File: config.mk
export PLATFORM = sky130hd
export DESIGN_NAME = ell_top
export DESIGN_NICKNAME = d
export VERILOG_FILES = /design/src/common/ell_pkg.sv /design/src/logic/ell_axil_slave.sv /design/src/logic/ell_enable_latch.sv /design/src/logic/ell_top.sv
export SDC_FILE = /design/constraint.sdc
export NUM_CORES = 1
export LEC_CHECK = 0
export ABC_AREA = 1
export BUFFER_PORTS_ARGS = -buffer_cell sky130_fd_sc_hd__buf_2
export CAP_MARGIN = 20
export CORE_ASPECT_RATIO = 1.4
export CORE_MARGIN = 1
export CORE_UTILIZATION = 55
export DETAILED_ROUTE_END_ITERATION = 8
export PLACE_DENSITY = 0.89
export SYNTH_ARGS = -nofsm -noshare
export SYNTH_HDL_FRONTEND = slang
export SYNTH_HIERARCHICAL = 1
export SYNTH_SLANG_ARGS = --single-unit
File: constraint.sdc
create_clock -name CLOCK_I -period 1.45 [get_ports CLOCK_I]
set_input_delay 0.0725 -clock CLOCK_I [delete_from_list [all_inputs] [get_ports CLOCK_I]]
set_output_delay 0.0725 -clock CLOCK_I [all_outputs]
set_load 0.01 [all_outputs]
File: src/common/ell_pkg.sv
// Constants shared by the enable-latch bank and its register slave.
// Assumes a 4-bit AXI4-Lite byte address and 32-bit data.
package ell_pkg;
    // ========================================================
    // Register map
    localparam logic [3:0]  ADDR_STATE      = 4'h0;
    localparam logic [3:0]  ADDR_IRQ_STATUS = 4'h4;
    localparam logic [3:0]  ADDR_IRQ_MASK   = 4'h8;
    localparam int          REG_COUNT       = 3;
    localparam int          SEL_STATE       = 0;
    localparam int          SEL_IRQ_STATUS  = 1;
    localparam int          SEL_IRQ_MASK    = 2;

    // ========================================================
    // State register fields
    localparam int          ST_SELFTEST_LSB = 0;
    localparam int          ST_RX_POWER     = 2;
    localparam int          ST_OUT_EN_LSB   = 3;
    localparam int          ST_LINK_FAULT_N = 5;
    localparam int          ST_FAULTS_LSB   = 6;

    // ========================================================
    // Interrupt bits
    localparam int          IRQ_COUNT       = 4;
    localparam int          IRQ_FAULT       = 0;
    localparam int          IRQ_SELFTEST    = 1;
    localparam int          IRQ_RX_POWER    = 2;
    localparam int          IRQ_OUT_EN      = 3;
    localparam logic [3:0]  IRQ_MASK_RST    = 4'h0;

    // ========================================================
    // Latch reset values
    localparam logic [1:0]  SELFTEST_RST    = 2'h3;
    localparam logic [0:0]  RX_POWER_RST    = 1'h1;
    localparam logic [1:0]  OUT_EN_RST      = 2'h0;

    // ========================================================
    // Bus responses and slave states
    localparam logic [1:0]  RESP_OKAY       = 2'h0;
    localparam logic [1:0]  RESP_SLVERR     = 2'h2;

    typedef enum logic [0:0] {
        WR_COLLECT = 1'b0,
        WR_RESP    = 1'b1
    } ell_wr_state_type;
endpackage

File: src/logic/ell_axil_slave.sv
// AXI4-Lite slave front end: one write and one read at a time.
// Assumes the owner answers wr_ok, rd_data and rd_ok in the pulse cycle.
`timescale 1ns/1ps
module ell_axil_slave (
    input  wire logic        clk_i,     // Clock
    input  wire logic        rst_n_i,   // Async reset, low
    input  wire logic [3:0]  awaddr_i,  // Write address
    input  wire logic        awvalid_i, // Write address valid
    output logic             awready_o, // Write address ready
    input  wire logic [31:0] wdata_i,   // Write data
    input  wire logic [3:0]  wstrb_i,   // Write strobes
    input  wire logic        wvalid_i,  // Write data valid
    output logic             wready_o,  // Write data ready
    output logic [1:0]       bresp_o,   // Write response
    output logic             bvalid_o,  // Write response valid
    input  wire logic        bready_i,  // Write response ready
    input  wire logic [3:0]  araddr_i,  // Read address
    input  wire logic        arvalid_i, // Read address valid
    output logic             arready_o, // Read address ready
    output logic [31:0]      rdata_o,   // Read data
    output logic [1:0]       rresp_o,   // Read response
    output logic             rvalid_o,  // Read data valid
    input  wire logic        rready_i,  // Read data ready
    output logic             wr_pulse_o, // Register write strobe
    output logic [3:0]       wr_addr_o, // Write address held
    output logic [31:0]      wr_data_o, // Write data held
    output logic [3:0]       wr_strb_o, // Write strobes held
    input  wire logic        wr_ok_i,   // Write address mapped
    output logic             rd_pulse_o, // Register read strobe
    output logic [3:0]       rd_addr_o, // Read address held
    input  wire logic [31:0] rd_data_i, // Read data from owner
    input  wire logic        rd_ok_i    // Read address mapped
);
    ell_pkg::ell_wr_state_type wr_state;
    logic aw_got;
    logic w_got;
    logic ar_got;
    logic next_aw_got;
    logic next_w_got;
    logic next_ar_got;
    logic wr_done;

    assign wr_done     = bvalid_o && bready_i;
    assign next_aw_got = (aw_got && !wr_done) || (awvalid_i && awready_o);
    assign next_w_got  = (w_got && !wr_done) || (wvalid_i && wready_o);
    assign next_ar_got = (ar_got && !(rvalid_o && rready_i)) || (arvalid_i && arready_o);
    assign wr_pulse_o  = aw_got && w_got && (wr_state == ell_pkg::WR_COLLECT);
    assign rd_pulse_o  = ar_got && !rvalid_o;

    // ========================================================
    // Write address and data, taken in either order
    always_ff @(posedge clk_i or negedge rst_n_i) begin
        if (!rst_n_i) begin
            aw_got    <= 1'b0;
            w_got     <= 1'b0;
            awready_o <= 1'b0;
            wready_o  <= 1'b0;
            wr_addr_o <= 4'h0;
            wr_data_o <= 32'h0;
            wr_strb_o <= 4'h0;
        end else begin
            aw_got    <= next_aw_got;
            w_got     <= next_w_got;
            awready_o <= !next_aw_got;
            wready_o  <= !next_w_got;
            if (awvalid_i && awready_o) begin
                wr_addr_o <= awaddr_i;
            end
            if (wvalid_i && wready_o) begin
                wr_data_o <= wdata_i;
                wr_strb_o <= wstrb_i;
            end
        end
    end

    // ========================================================
    // Write response
    always_ff @(posedge clk_i or negedge rst_n_i) begin
        if (!rst_n_i) begin
            wr_state <= ell_pkg::WR_COLLECT;
            bvalid_o <= 1'b0;
            bresp_o  <= ell_pkg::RESP_OKAY;
        end else begin
            case (wr_state)
                ell_pkg::WR_COLLECT: begin
                    if (wr_pulse_o) begin
                        bvalid_o <= 1'b1;
                        bresp_o  <= wr_ok_i ? ell_pkg::RESP_OKAY : ell_pkg::RESP_SLVERR;
                        wr_state <= ell_pkg::WR_RESP;
                    end
                end
                ell_pkg::WR_RESP: begin
                    if (bready_i) begin
                        bvalid_o <= 1'b0;
                        wr_state <= ell_pkg::WR_COLLECT;
                    end
                end
                default: begin
                    bvalid_o <= 1'b0;
                    wr_state <= ell_pkg::WR_COLLECT;
                end
            endcase
        end
    end

    // ========================================================
    // Read channel
    always_ff @(posedge clk_i or negedge rst_n_i) begin
        if (!rst_n_i) begin
            ar_got    <= 1'b0;
            arready_o <= 1'b0;
            rd_addr_o <= 4'h0;
            rvalid_o  <= 1'b0;
            rdata_o   <= 32'h0;
            rresp_o   <= ell_pkg::RESP_OKAY;
        end else begin
            ar_got    <= next_ar_got;
            arready_o <= !next_ar_got;
            if (arvalid_i && arready_o) begin
                rd_addr_o <= araddr_i;
            end
            if (rd_pulse_o) begin
                rvalid_o <= 1'b1;
                rdata_o  <= rd_data_i;
                rresp_o  <= rd_ok_i ? ell_pkg::RESP_OKAY : ell_pkg::RESP_SLVERR;
            end else if (rvalid_o && rready_i) begin
                rvalid_o <= 1'b0;
            end
        end
    end
endmodule

File: src/logic/ell_enable_latch.sv
// One clocked enable latch fed from the shared enable bus.
// Assumes latch enable, bus and sampled device reset are synchronous.
`timescale 1ns/1ps
module ell_enable_latch #(
    parameter int               WIDTH      = 2,
    parameter logic [WIDTH-1:0] RESET_VAL  = '0,
    parameter bit               CLEAR_OPEN = 1'b0
) (
    input  wire logic             clk_i,       // Clock
    input  wire logic             rst_n_i,     // Async reset, low
    input  wire logic             dev_rst_n_i, // Sampled device reset, low
    input  wire logic             le_i,        // Latch enable
    input  wire logic [WIDTH-1:0] d_i,         // Bus bits
    output logic      [WIDTH-1:0] q_o,         // Held value
    output logic                  cap_o        // Pulse on capture
);
    logic le_d;

    // ========================================================
    // Latch body
    // Open latch follows one clock later; reset clears only when closed
    // unless CLEAR_OPEN is set.
    always_ff @(posedge clk_i or negedge rst_n_i) begin
        if (!rst_n_i) begin
            q_o <= RESET_VAL;
        end else if (!dev_rst_n_i && (!le_i || CLEAR_OPEN)) begin
            q_o <= RESET_VAL;
        end else if (le_i) begin
            q_o <= d_i;
        end
    end

    // ========================================================
    // Capture event on falling enable
    always_ff @(posedge clk_i or negedge rst_n_i) begin
        if (!rst_n_i) begin
            le_d  <= 1'b0;
            cap_o <= 1'b0;
        end else begin
            le_d  <= le_i;
            cap_o <= le_d && !le_i;
        end
    end
endmodule

File: src/logic/ell_top.sv
// Enable-latch bank and link fault indication of a serial transceiver.
// Assumes all pin inputs are synchronous to CLOCK_I.
//
// Implementation choices: the register addresses and the AXI4-Lite slave port.
`timescale 1ns/1ps
module ell_top (
    input  wire logic        CLOCK_I,                // 125 MHz clock
    input  wire logic        RST_N_I,                // Async reset, low
    input  wire logic        DEVICE_RESET_N_I,       // Device reset pin, low
    input  wire logic        SELFTEST_LATCH_EN_I,    // Self-test latch enable
    input  wire logic        RX_POWER_LATCH_EN_I,    // Receive power latch enable
    input  wire logic        OUT_ENABLE_LATCH_EN_I,  // Output-enable latch enable
    input  wire logic [1:0]  SHARED_ENABLE_BUS_I,    // Shared enable bus
    input  wire logic        FREQ_FAULT_I,           // Frequency out of range
    input  wire logic        AMPLITUDE_LOW_I,        // Amplitude too low
    input  wire logic        DENSITY_LOW_I,          // Transition density too low
    output logic             TX_SELFTEST_N_O,        // Low: transmit self-test
    output logic             RX_SELFTEST_N_O,        // Low: receive self-test
    output logic             RX_POWER_SAVE_O,        // High: receive powered down
    output logic [1:0]       OUT_DRIVER_EN_O,        // Serial driver enables
    output logic             LINK_FAULT_N_O,         // Link fault, low
    output logic             IRQ_O,                  // Interrupt, high
    input  wire logic [3:0]  S_AXI_AWADDR_I,         // Write address
    input  wire logic        S_AXI_AWVALID_I,        // Write address valid
    output logic             S_AXI_AWREADY_O,        // Write address ready
    input  wire logic [31:0] S_AXI_WDATA_I,          // Write data
    input  wire logic [3:0]  S_AXI_WSTRB_I,          // Write strobes
    input  wire logic        S_AXI_WVALID_I,         // Write data valid
    output logic             S_AXI_WREADY_O,         // Write data ready
    output logic [1:0]       S_AXI_BRESP_O,          // Write response
    output logic             S_AXI_BVALID_O,         // Write response valid
    input  wire logic        S_AXI_BREADY_I,         // Write response ready
    input  wire logic [3:0]  S_AXI_ARADDR_I,         // Read address
    input  wire logic        S_AXI_ARVALID_I,        // Read address valid
    output logic             S_AXI_ARREADY_O,        // Read address ready
    output logic [31:0]      S_AXI_RDATA_O,          // Read data
    output logic [1:0]       S_AXI_RRESP_O,          // Read response
    output logic             S_AXI_RVALID_O,         // Read data valid
    input  wire logic        S_AXI_RREADY_I          // Read data ready
);
    logic [1:0]  selftest_q;
    logic [0:0]  rx_power_q;
    logic [1:0]  out_en_q;
    logic        selftest_cap;
    logic        rx_power_cap;
    logic        out_en_cap;
    logic        fault_any;
    logic [3:0]  irq_status;
    logic [3:0]  irq_mask;
    logic [3:0]  irq_event;
    logic [3:0]  irq_clear;
    logic [3:0]  next_irq_status;
    logic        wr_pulse;
    logic [3:0]  wr_addr;
    logic [31:0] wr_data;
    logic [3:0]  wr_strb;
    logic        rd_pulse;
    logic [3:0]  rd_addr;
    logic [31:0] rd_data;
    logic [2:0]  wr_sel;
    logic [2:0]  rd_sel;

    // ========================================================
    // Address decode, one-hot; zero when unmapped
    function automatic logic [2:0] decode_reg(input logic [3:0] addr);
        logic [2:0] sel;
        sel = 3'h0;
        case (addr)
            ell_pkg::ADDR_STATE:      sel[ell_pkg::SEL_STATE]      = 1'b1;
            ell_pkg::ADDR_IRQ_STATUS: sel[ell_pkg::SEL_IRQ_STATUS] = 1'b1;
            ell_pkg::ADDR_IRQ_MASK:   sel[ell_pkg::SEL_IRQ_MASK]   = 1'b1;
            default:                  sel = 3'h0;
        endcase
        return sel;
    endfunction

    // ========================================================
    // Enable latches
    // Self-test: bit 0 transmit, bit 1 receive; one means normal traffic.
    ell_enable_latch #(
        .WIDTH      (2),
        .RESET_VAL  (ell_pkg::SELFTEST_RST),
        .CLEAR_OPEN (1'b0)
    ) u_selftest (
        .clk_i       (CLOCK_I),
        .rst_n_i     (RST_N_I),
        .dev_rst_n_i (DEVICE_RESET_N_I),
        .le_i        (SELFTEST_LATCH_EN_I),
        .d_i         (SHARED_ENABLE_BUS_I),
        .q_o         (selftest_q),
        .cap_o       (selftest_cap)
    );

    // Receive power: one means PLL and analog front end powered down.
    ell_enable_latch #(
        .WIDTH      (1),
        .RESET_VAL  (ell_pkg::RX_POWER_RST),
        .CLEAR_OPEN (1'b0)
    ) u_rx_power (
        .clk_i       (CLOCK_I),
        .rst_n_i     (RST_N_I),
        .dev_rst_n_i (DEVICE_RESET_N_I),
        .le_i        (RX_POWER_LATCH_EN_I),
        .d_i         (SHARED_ENABLE_BUS_I[0:0]),
        .q_o         (rx_power_q),
        .cap_o       (rx_power_cap)
    );

    // Output enables clear on any sampled reset, open or closed.
    ell_enable_latch #(
        .WIDTH      (2),
        .RESET_VAL  (ell_pkg::OUT_EN_RST),
        .CLEAR_OPEN (1'b1)
    ) u_out_en (
        .clk_i       (CLOCK_I),
        .rst_n_i     (RST_N_I),
        .dev_rst_n_i (DEVICE_RESET_N_I),
        .le_i        (OUT_ENABLE_LATCH_EN_I),
        .d_i         (SHARED_ENABLE_BUS_I),
        .q_o         (out_en_q),
        .cap_o       (out_en_cap)
    );

    assign TX_SELFTEST_N_O = selftest_q[0];
    assign RX_SELFTEST_N_O = selftest_q[1];
    assign RX_POWER_SAVE_O = rx_power_q[0];
    assign OUT_DRIVER_EN_O = out_en_q;

    // ========================================================
    // Link fault
    // Powered-down receiver counts as a fault in its own right.
    assign fault_any = FREQ_FAULT_I || AMPLITUDE_LOW_I || DENSITY_LOW_I || rx_power_q[0];

    always_ff @(posedge CLOCK_I or negedge RST_N_I) begin
        if (!RST_N_I) begin
            LINK_FAULT_N_O <= 1'b1;
        end else begin
            LINK_FAULT_N_O <= !fault_any;
        end
    end

    // ========================================================
    // Interrupts: sticky, write one to clear, set wins
    assign irq_event[ell_pkg::IRQ_FAULT]    = fault_any && LINK_FAULT_N_O;
    assign irq_event[ell_pkg::IRQ_SELFTEST] = selftest_cap;
    assign irq_event[ell_pkg::IRQ_RX_POWER] = rx_power_cap;
    assign irq_event[ell_pkg::IRQ_OUT_EN]   = out_en_cap;

    assign wr_sel    = decode_reg(wr_addr);
    assign rd_sel    = decode_reg(rd_addr);
    assign irq_clear = (wr_pulse && wr_sel[ell_pkg::SEL_IRQ_STATUS] && wr_strb[0])
                     ? wr_data[3:0] : 4'h0;
    assign next_irq_status = (irq_status & ~irq_clear) | irq_event;

    always_ff @(posedge CLOCK_I or negedge RST_N_I) begin
        if (!RST_N_I) begin
            irq_status <= 4'h0;
            IRQ_O      <= 1'b0;
        end else begin
            irq_status <= next_irq_status;
            IRQ_O      <= |(next_irq_status & irq_mask);
        end
    end

    always_ff @(posedge CLOCK_I or negedge RST_N_I) begin
        if (!RST_N_I) begin
            irq_mask <= ell_pkg::IRQ_MASK_RST;
        end else if (wr_pulse && wr_sel[ell_pkg::SEL_IRQ_MASK] && wr_strb[0]) begin
            irq_mask <= wr_data[3:0];
        end
    end

    // ========================================================
    // Register read mux
    always_comb begin
        rd_data = 32'h0;
        if (rd_sel[ell_pkg::SEL_STATE]) begin
            rd_data[ell_pkg::ST_SELFTEST_LSB +: 2] = selftest_q;
            rd_data[ell_pkg::ST_RX_POWER]          = rx_power_q[0];
            rd_data[ell_pkg::ST_OUT_EN_LSB +: 2]   = out_en_q;
            rd_data[ell_pkg::ST_LINK_FAULT_N]      = LINK_FAULT_N_O;
            rd_data[ell_pkg::ST_FAULTS_LSB +: 3]   = {DENSITY_LOW_I, AMPLITUDE_LOW_I,
                                                      FREQ_FAULT_I};
        end else if (rd_sel[ell_pkg::SEL_IRQ_STATUS]) begin
            rd_data[3:0] = irq_status;
        end else if (rd_sel[ell_pkg::SEL_IRQ_MASK]) begin
            rd_data[3:0] = irq_mask;
        end
    end

    ell_axil_slave u_slave (
        .clk_i      (CLOCK_I),
        .rst_n_i    (RST_N_I),
        .awaddr_i   (S_AXI_AWADDR_I),
        .awvalid_i  (S_AXI_AWVALID_I),
        .awready_o  (S_AXI_AWREADY_O),
        .wdata_i    (S_AXI_WDATA_I),
        .wstrb_i    (S_AXI_WSTRB_I),
        .wvalid_i   (S_AXI_WVALID_I),
        .wready_o   (S_AXI_WREADY_O),
        .bresp_o    (S_AXI_BRESP_O),
        .bvalid_o   (S_AXI_BVALID_O),
        .bready_i   (S_AXI_BREADY_I),
        .araddr_i   (S_AXI_ARADDR_I),
        .arvalid_i  (S_AXI_ARVALID_I),
        .arready_o  (S_AXI_ARREADY_O),
        .rdata_o    (S_AXI_RDATA_O),
        .rresp_o    (S_AXI_RRESP_O),
        .rvalid_o   (S_AXI_RVALID_O),
        .rready_i   (S_AXI_RREADY_I),
        .wr_pulse_o (wr_pulse),
        .wr_addr_o  (wr_addr),
        .wr_data_o  (wr_data),
        .wr_strb_o  (wr_strb),
        .wr_ok_i    (|wr_sel),
        .rd_pulse_o (rd_pulse),
        .rd_addr_o  (rd_addr),
        .rd_data_i  (rd_data),
        .rd_ok_i    (|rd_sel)
    );
endmodule

---- Word-level counts from Yosys, hierarchy flattened ----
Cells that the tools add are included.
Widths: inputs -> output; s select.
cells by class
  mux-type cells .......................... 27
  reductions and logical operators ........ 48
  bitwise operators ....................... 5
  equality and inequality tests ........... 7
operators with widths
  operator            count
  $logic_and 1x1->1   21
  $mux 4              4
  $mux 1              14
  $mux 2              6
  $logic_not 1->1     11
  $and 4x4->4         2
  $eq 4x3->1 const B  2
  $eq 4x4->1 const B  2
  $logic_not 4->1     2
  $logic_or 1x1->1    6
  $reduce_bool 2->1   3
  $reduce_or 3->1     2
  $mux 5              1
  $ne 2x2->1 const B  2
  $not 4->4           1
  $or 4x4->4          1
  $pmux 1 s2          2
  $reduce_and 2->1    2
  $reduce_or 4->1     1
  $ne 2x1->1 const B  1
  $not 1->1           1
word-level totals
  flip-flop bits (word level) ............. 56
  logic and storage cells ................. 116

---- Depth between registers and ports, before layout ----
Gate-level depths: netlist of run 1.
  word-level depth ........................ 10
  depth in mapped cells ................... 11
  mapped depth without buffers ............ 11

---- Hierarchy ----
The synthesis of run 1 kept the hierarchy.
by module, submodules not included
  module                         cells an instance  area an instance (sq um)  times used
  ell_axil_slave                 367                3442.1                    1
  ell_top                        93                 610.6                     1
  ell_enable_latch (u_selftest)  19                 161.4                     1
  ell_enable_latch (u_out_en)    13                 138.9                     1
  ell_enable_latch (u_rx_power)  11                 106.4                     1

---- Least setup slack after synthesis of run 1 ----
Ideal clock, no wire load.
  path type ............................... reg2reg
  start ................................... register u_slave.w_got
  end ..................................... register irq_mask[0]
  path buffers ............................ 1
  stages on the path, launching flop included .. 8
  arrival ................................. 1180 ps
  slack ................................... 150 ps
  setup time .............................. 120 ps
  cells stage by stage .................... dfrtp_1 -> nand2_1 -> nor2_1 -> nand2_1 -> or3_1 -> buf_6 -> nor2_1 -> a21oi_1
between the ends
  cells in the longest elaborated chain, start to end .. 4
RTL lines
  what                            line                  text
  from (decl)                     ell_axil_slave.sv:36  logic w_got;
  from (signal assigned)          ell_axil_slave.sv:63  w_got <= next_w_got;
  $logic_and 1x1->1 (2 in a row)  ell_axil_slave.sv:47  assign wr_pulse_o = aw_got && w_got && (wr_state == ell_pkg::WR_COLLECT);
  net wr_pulse                    ell_top.sv:53         logic wr_pulse;
  $logic_and 1x1->1 (2 in a row)  ell_top.sv:168        end else if (wr_pulse && wr_sel[ell_pkg::SEL_IRQ_MASK] && wr_strb[0]) begin
  to (signal assigned)            ell_top.sv:167        irq_mask <= ell_pkg::IRQ_MASK_RST;
  to (signal assigned)            ell_top.sv:169        irq_mask <= wr_data[3:0];
  to (decl)                       ell_top.sv:49         logic [3:0] irq_mask;
The timed path passes the listed nets, and every way through them passes these cells.
A chain may end at the register's enable or synchronous reset.

---- Worst setup path after layout of run 1 ----
Ends and elaborated chain as after synthesis.

==> results.tsv, run 1 <==
stage	metric	value	unit
yosys	syn_inst	373	
grt	grtUsageMet3	0.03079	
final_layout	fin_nets	559	
timing	setup_slack	36.97	ps
timing	fin_crit	1413	ps
placement	numPortBuffers	74	
status	status	finished, final reports clean	
floorplanning	core.rowCount	32	
routing	num_vias	2683	
final_layout	stdcell_area	4138	sq um
routing	wl_per_cell	11.48	um
timing	fin_skew	5.565	ps
setup_path	crit_slowest_cell	or3_4	
final_layout	seq_area	1932	sq um
grt	top_usage_layer	met2	
setup_path	crit_start	u_slave/w_got	
clocking	clk_pin_slew	70	ps
grt	grt_pass1_vias	2651	
setup_path	path_class	reg2reg	
setup_path	critPathLaunchType	flop	
clocking	cts_htree_levels	3	
power_and_ir_drop	p_leak	2.416	nW
power_and_ir_drop	power_density	1904	nW/um^2
grt	grt_util_met1	0.2450	
final_layout	nFillCells	435	
grt	grt_max_degree	33	
setup_path	cp.arrival	1650	ps
routing	antenna_left	0	
flow_run	max-cap-violations	0	
clocking	cts_tree	done	
yosys	ys_warn_count	6	
timing	finalHoldViolCount	0	
setup_path	cp_slowest_stage_delay	440	ps
clocking	cts_sinks	77	
clocking	clockBufferDepth	2	
grt	antenna_found_initial	0	
grt	grt_overflow_total	0	
clocking	numCtsBuffers	9	
routing	wl	6553	um
timing	timing.final.crit_share	0.9745	
placement	dpl_cell_area	3692	sq um
floorplanning	coreArea	5605	sq um
grt	grtUsageTotal	0.2322	
setup_path	timing.rr.end	irq_mask[0]	
timing	finalSetupViolCount	0	
setup_path	r2r_slack	40	ps
floorplanning	dieArea	6212	sq um
floorplanning	die_w	66.90	um
placement	place.gp.congestion	0.8475	
power_and_ir_drop	ir_drop	0.001013	V
setup_path	worst-path-stages	6	
timing	setup_tns	0	ps
setup_path	crit_required	1690	ps
final_layout	antenna_cells	0	
timing	hold_ws	12.89	ps
timing	rsz0062_at_grt	true	
final_layout	areaGrowthSynthToFinish	27.58	%
placement	pre_cts_slack	-15.77	ps
floorplanning	ioPinCount	108	
routing	first_pass_iters	4	
setup_path	critPathCaptureType	flop	
routing	via_per_inst	4.699	
setup_path	path_max_fanout	8	
hold_path	hp-class	in2reg	
final_layout	multi_input_comb_area	1107	sq um
clocking	clk_latency	350	ps
clocking	cts-root-buf	clkbuf_8	
placement	hpwl	4522	um
final_layout	drive_gt1_frac	0.2445	
setup_path	path_buf_inv	0	
timing	max_clock_freq	707.7	MHz
power_and_ir_drop	power.total	7.877	mW
timing	slew_viol_final	0	
setup_path	ff2ff_path_depth	6	
grt	grt_pass1_wl	10790	um
grt	gr-usage-met2	0.4192	
setup_path	r2r_start	u_slave/w_got	
setup_path	path_cells	nand2_1 > nor2_2 > nand2_2 > or3_4 > nor2_1 > a21oi_1	
routing	drc	0	
routing	drtIter0Drc	159	
yosys	syn_area	3243	sq um
yosys	syn_area_per_cell	8.695	sq um
floorplanning	die_y	92.86	um
setup_path	worst_setup_path_endpoint	irq_mask[0]	
setup_path	crit_family	simple AND/OR/NAND/NOR gates	
floorplanning	start_util	0.5786	
tightest hold or removal path: stages:
cell and delay, ps:
buf_2 120, nand3_1 80, nand2_1 50
where the power goes:
| group | leakage (nW) | internal [mW] | switching [mW] |
|---|---|---|---|
| Sequential | 0.935 | 2.99 | 0.552 |
| Combinational | 1.39 | 1.14 | 1.83 |
| Clock | 0.0877 | 0.645 | 0.725 |
area by class of cell:
cell class                 count  share of cell area
clock buffer                  10             0.03326
clock inverter                 5            0.006653
inverter                      46             0.04294
multi-input combinational    259              0.2676
sequential                    77              0.4669
tap                           68             0.02056
timing repair buffer         106              0.1621
how the worst min path moves through the flow:
| stage | start | endpoint | slack [ps] | depth (start not counted) |
|---|---|---|---|---|
| floorplan | RST_N_I | IRQ_O | -220 | 0 |
| global placement | RST_N_I | u_slave/rresp_o[1] | 0.4 | 1 |
| detailed placement | RST_N_I | u_slave/rresp_o[1] | 3 | 1 |
| CTS | S_AXI_ARVALID_I | u_slave/rd_addr_o[0] | 4 | 3 |
| global route | S_AXI_ARVALID_I | u_slave/rd_addr_o[0] | 20 | 3 |
| finish | S_AXI_AWVALID_I | u_slave/wr_addr_o[3] | 10 | 3 |
cells in the final DEF (no fill, tap or decap), drive strengths merged:
master and instances:
nand2 175, nand3 28, o21ai 4, a21oi 5, buf 83, o221ai 4, conb 25, nor2 17
or3 1, clkinvlp 1, dfrtp 73, dfstp 4, dlygate4sd3 23, inv 46, clkinv 4, clkbuf 10
layer usage:
layer,up-vias,part of all wire
li1,1346,-
met1,1255,0.40
met4,0,0.033
met5,-,0
met2,66,0.53
met3,16,0.036
metrics by stage:
| stage | cells | utilization |
|---|---|---|
| after global routing | 571 | 0.7382 |
| after CTS | 567 | 0.7306 |
| after floorplan | 396 | - |
| final | 571 | 0.7382 |
| after detailed placement | 529 | 0.6587 |
| after global placement | 529 | 0.6587 |
sequential cells by signal, summed over array words and instances, names as in the netlist, 2 cells and up:
name / count
irq_mask: 4
irq_status: 4
u_out_en/q_o: 2
u_selftest/q_o: 2
u_slave/rd_addr_o: 4
u_slave/rdata_o: 32
u_slave/wr_addr_o: 4
u_slave/wr_data_o: 4
repair_timing:
action | 4_1_cts | 5_1_grt
hold endpoints to repair | 66 | 0
cloned | 0 | 0
setup endpoints to repair | 1 | 5
buffers inserted | 0 | 4
gates resized for setup | 2 | 4
hold buffers | 23 | 0
Note: power is estimated with default switching activity, not from simulation.
==> inputs of run 2 (changes only) <==
--- a/config.mk
+++ b/config.mk
@@ -10,9 +10,10 @@
 export CAP_MARGIN = 20
 export CORE_ASPECT_RATIO = 1.4
 export CORE_MARGIN = 1
-export CORE_UTILIZATION = 55
+export CORE_UTILIZATION = 35
+export CTS_BUF_LIST = sky130_fd_sc_hd__clkbuf_8
 export DETAILED_ROUTE_END_ITERATION = 8
-export PLACE_DENSITY = 0.89
+export PLACE_DENSITY = 0.63
 export SYNTH_ARGS = -nofsm -noshare
 export SYNTH_HDL_FRONTEND = slang
 export SYNTH_HIERARCHICAL = 1
==> run 2 against run 1 <==
Net effect: total power rose by 2.0%; sequential cell count is the same; register-to-register slack improved by 40 ps; clock-buffer cell count is 1 higher; combinational power decreased by 3%; global-route usage shrank 8.6 points; critical path depth down 1; via count is 1.6% lower; highest routed layer unchanged.
==> results.tsv, run 2 (same netlist as run 1, synthesis figures left out) <==
stage	metric	value	unit	change
status	status	finished, final reports clean		unchanged
timing	finalHoldViolCount	0		unchanged
routing	wl	6609	um	was 6553 um
floorplanning	coreArea	9029	sq um	was 5605 sq um
clocking	clockBufferDepth	2		unchanged
power_and_ir_drop	ir_drop	0.001108	V	was 0.001013 V
clocking	numCtsBuffers	9		unchanged
timing	hold_ws	22.29	ps	was 12.89 ps
placement	numPortBuffers	74		unchanged
routing	drc	0		unchanged
final_layout	final_core_util	0.4690		was 0.7382
final_layout	areaGrowthSynthToFinish	30.56	%	was 27.58%
setup_path	critPathLaunchType	flop		unchanged
final_layout	most-common-layout-cells	nand2_1, dfrtp_1, buf_2, inv_1, nand3_1		unchanged
final_layout	drive_gt1_frac	0.2326		was 0.2445
clocking	clk_latency	350	ps	about the same
final_layout	final_common_cell	nand2_1		unchanged
final_layout	multi_input_comb_area	1105	sq um	was 1107 sq um
clocking	cts_tree	done		unchanged
grt	antenna_found_initial	0		unchanged
final_layout	largest_register	u_slave/rdata_o		unchanged
timing	fin_skew	8.919	ps	was 5.565 ps
floorplanning	start_util	0.3592		was 0.5786
grt	grt_overflow_total	0		unchanged
setup_path	critPathCaptureType	flop		unchanged
power_and_ir_drop	switchingPower	3.065	mW	was 3.102 mW
clocking	cts-root-buf	clkbuf_8		unchanged
floorplanning	die_w	83.36	um	was 66.90 um
power_and_ir_drop	clockPowerShare	0.204		was 0.174
power_and_ir_drop	power_density	1898	nW/um^2	was 1904 nW/um^2
routing	wl_per_cell	10.83	um	was 11.48 um
clocking	cts_htree_levels	3		unchanged
timing	setup_slack	81.86	ps	was 36.97 ps
grt	grt_pass1_vias	2447		was 2651
routing	first_pass_iters	4		unchanged
floorplanning	ioPinCount	108		unchanged
final_layout	nFillCells	887		was 435
final_layout	largest_reg_flops	32		unchanged
timing	rsz0062_at_grt	true		unchanged
hold_path	hp-class	in2reg		unchanged
timing	finalSetupViolCount	0		unchanged
timing	setup_tns	0	ps	unchanged
setup_path	ff2ff_path_depth	5		was 6
power_and_ir_drop	p_leak	2.431	nW	was 2.416 nW
power_and_ir_drop	p_seq_frac	0.440		was 0.450
timing	fin_crit	1368	ps	was 1413 ps
final_layout	antenna_cells	0		unchanged
final_layout	seq_area	1932	sq um	unchanged
timing	slew_viol_final	0		unchanged
power_and_ir_drop	intPower	4.973	mW	was 4.775 mW
flow_run	max-cap-violations	0		unchanged
routing	antenna_left	0		unchanged
setup_path	cp.arrival	1610	ps	was 1650 ps
power_and_ir_drop	swShare	0.3813		was 0.3938
timing	timing.final.crit_share	0.9435		was 0.9745
placement	place.gp.congestion	0.8101		was 0.8475
setup_path	path_class	reg2reg		unchanged
clocking	cts_sinks	77		unchanged
floorplanning	dieArea	9660	sq um	was 6212 sq um
floorplanning	die_y	115.9	um	was 92.86 um
grt	grt_pass1_wl	10930	um	was 10790 um
final_layout	finalNonFillerCells	610		was 571
clocking	clk_pin_slew	80	ps	was 70 ps
final_layout	fin_nets	558		was 559
placement	dpl.cell_count	568		was 529
routing	num_vias	2640		was 2683
routing	drtIter0Drc	147		was 159
setup_path	crit_required	1690	ps	about the same
hold_path	min_path_cells	4		was 3
routing	via_per_inst	4.328		was 4.699
floorplanning	core.rowCount	41		was 32
setup_path	path_max_fanout	8		unchanged
placement	hpwl	4578	um	was 4522 um
grt	grtUsageTotal	0.1466		was 0.2322
clocking	cts_setup_buffers	0		unchanged
timing	max_clock_freq	730.9	MHz	was 707.7 MHz
placement	pre_cts_slack	29.06	ps	was -15.77 ps
grt	grt_max_degree	37		was 33
power_and_ir_drop	comb_power_share	0.356		was 0.376
run 2: final timing paths:
path	startpoint	slack (ps)	end
setup / recovery	u_slave/wr_state	80	irq_mask[1]
hold / removal	DEVICE_RESET_N_I	20	u_rx_power/q_o
setup reg to reg	u_slave/wr_state	80	irq_mask[1]
hold reg to reg	u_out_en/cap_o	460	irq_status[3]
max in group asynchronous	RST_N_I	720	u_slave/rdata_o[17]
min in group asynchronous	RST_N_I	200	u_slave/wr_addr_o[1]
run 2: area by class of cell:
type                    instances  share of cell area
inverters                      46             0.04196
flip-flops and latches         77              0.4563
clock buffers                  11             0.03576
multi-input cells             259              0.2609
repair buffers                105              0.1613
well taps                     107             0.03162
clock inverters                 5             0.01212
run 2: routing by layer:
layer | global-route usage | vias up | wire, um
met1 | 0.1647 | 1217 | 2822
met5 | 0 | - | 0
met2 | 0.2530 | 65 | 3338
met3 | 0.04630 | 11 | 305
met4 | 0.07241 | 0 | 142
li1 | - | 1347 | -
run 2: power by group through the flow:
| stage | Combinational (mW) | Clock [mW] | Sequential [mW] |
|---|---|---|---|
| 6_report | 2.86 | 1.64 | 3.54 |
| 5_1_grt | 3.28 | 1.79 | 3.64 |
| 4_1_cts | 2.86 | 1.69 | 3.54 |
| 3_5_place_dp | 2.79 | 0 | 3.57 |
| 3_3_place_gp | 2.73 | 0 | 3.55 |
| 2_1_floorplan | 1.79 | 0 | 3.72 |
run 2: repair_timing:
item,4_1_cts,5_1_grt
resized for setup,0,5
hold buffers,26,0
setup endpoints to repair,0,5
hold endpoints to repair,59,0
run 2: stage by stage:
step	instance area, sq um	power (mW)
detailed placement	3754	6.366
CTS	4217	8.089
global placement	3754	6.289
floorplan	3329	5.515
global route	4234	8.715
finish	4234	8.037
run 2: critical path: stages, from the launching register on:
cell	delay [ps]
dfrtp_1	410
nor2_2	130
nand2_1	110
or3_4	450
nor2_1	110
a21oi_1	50
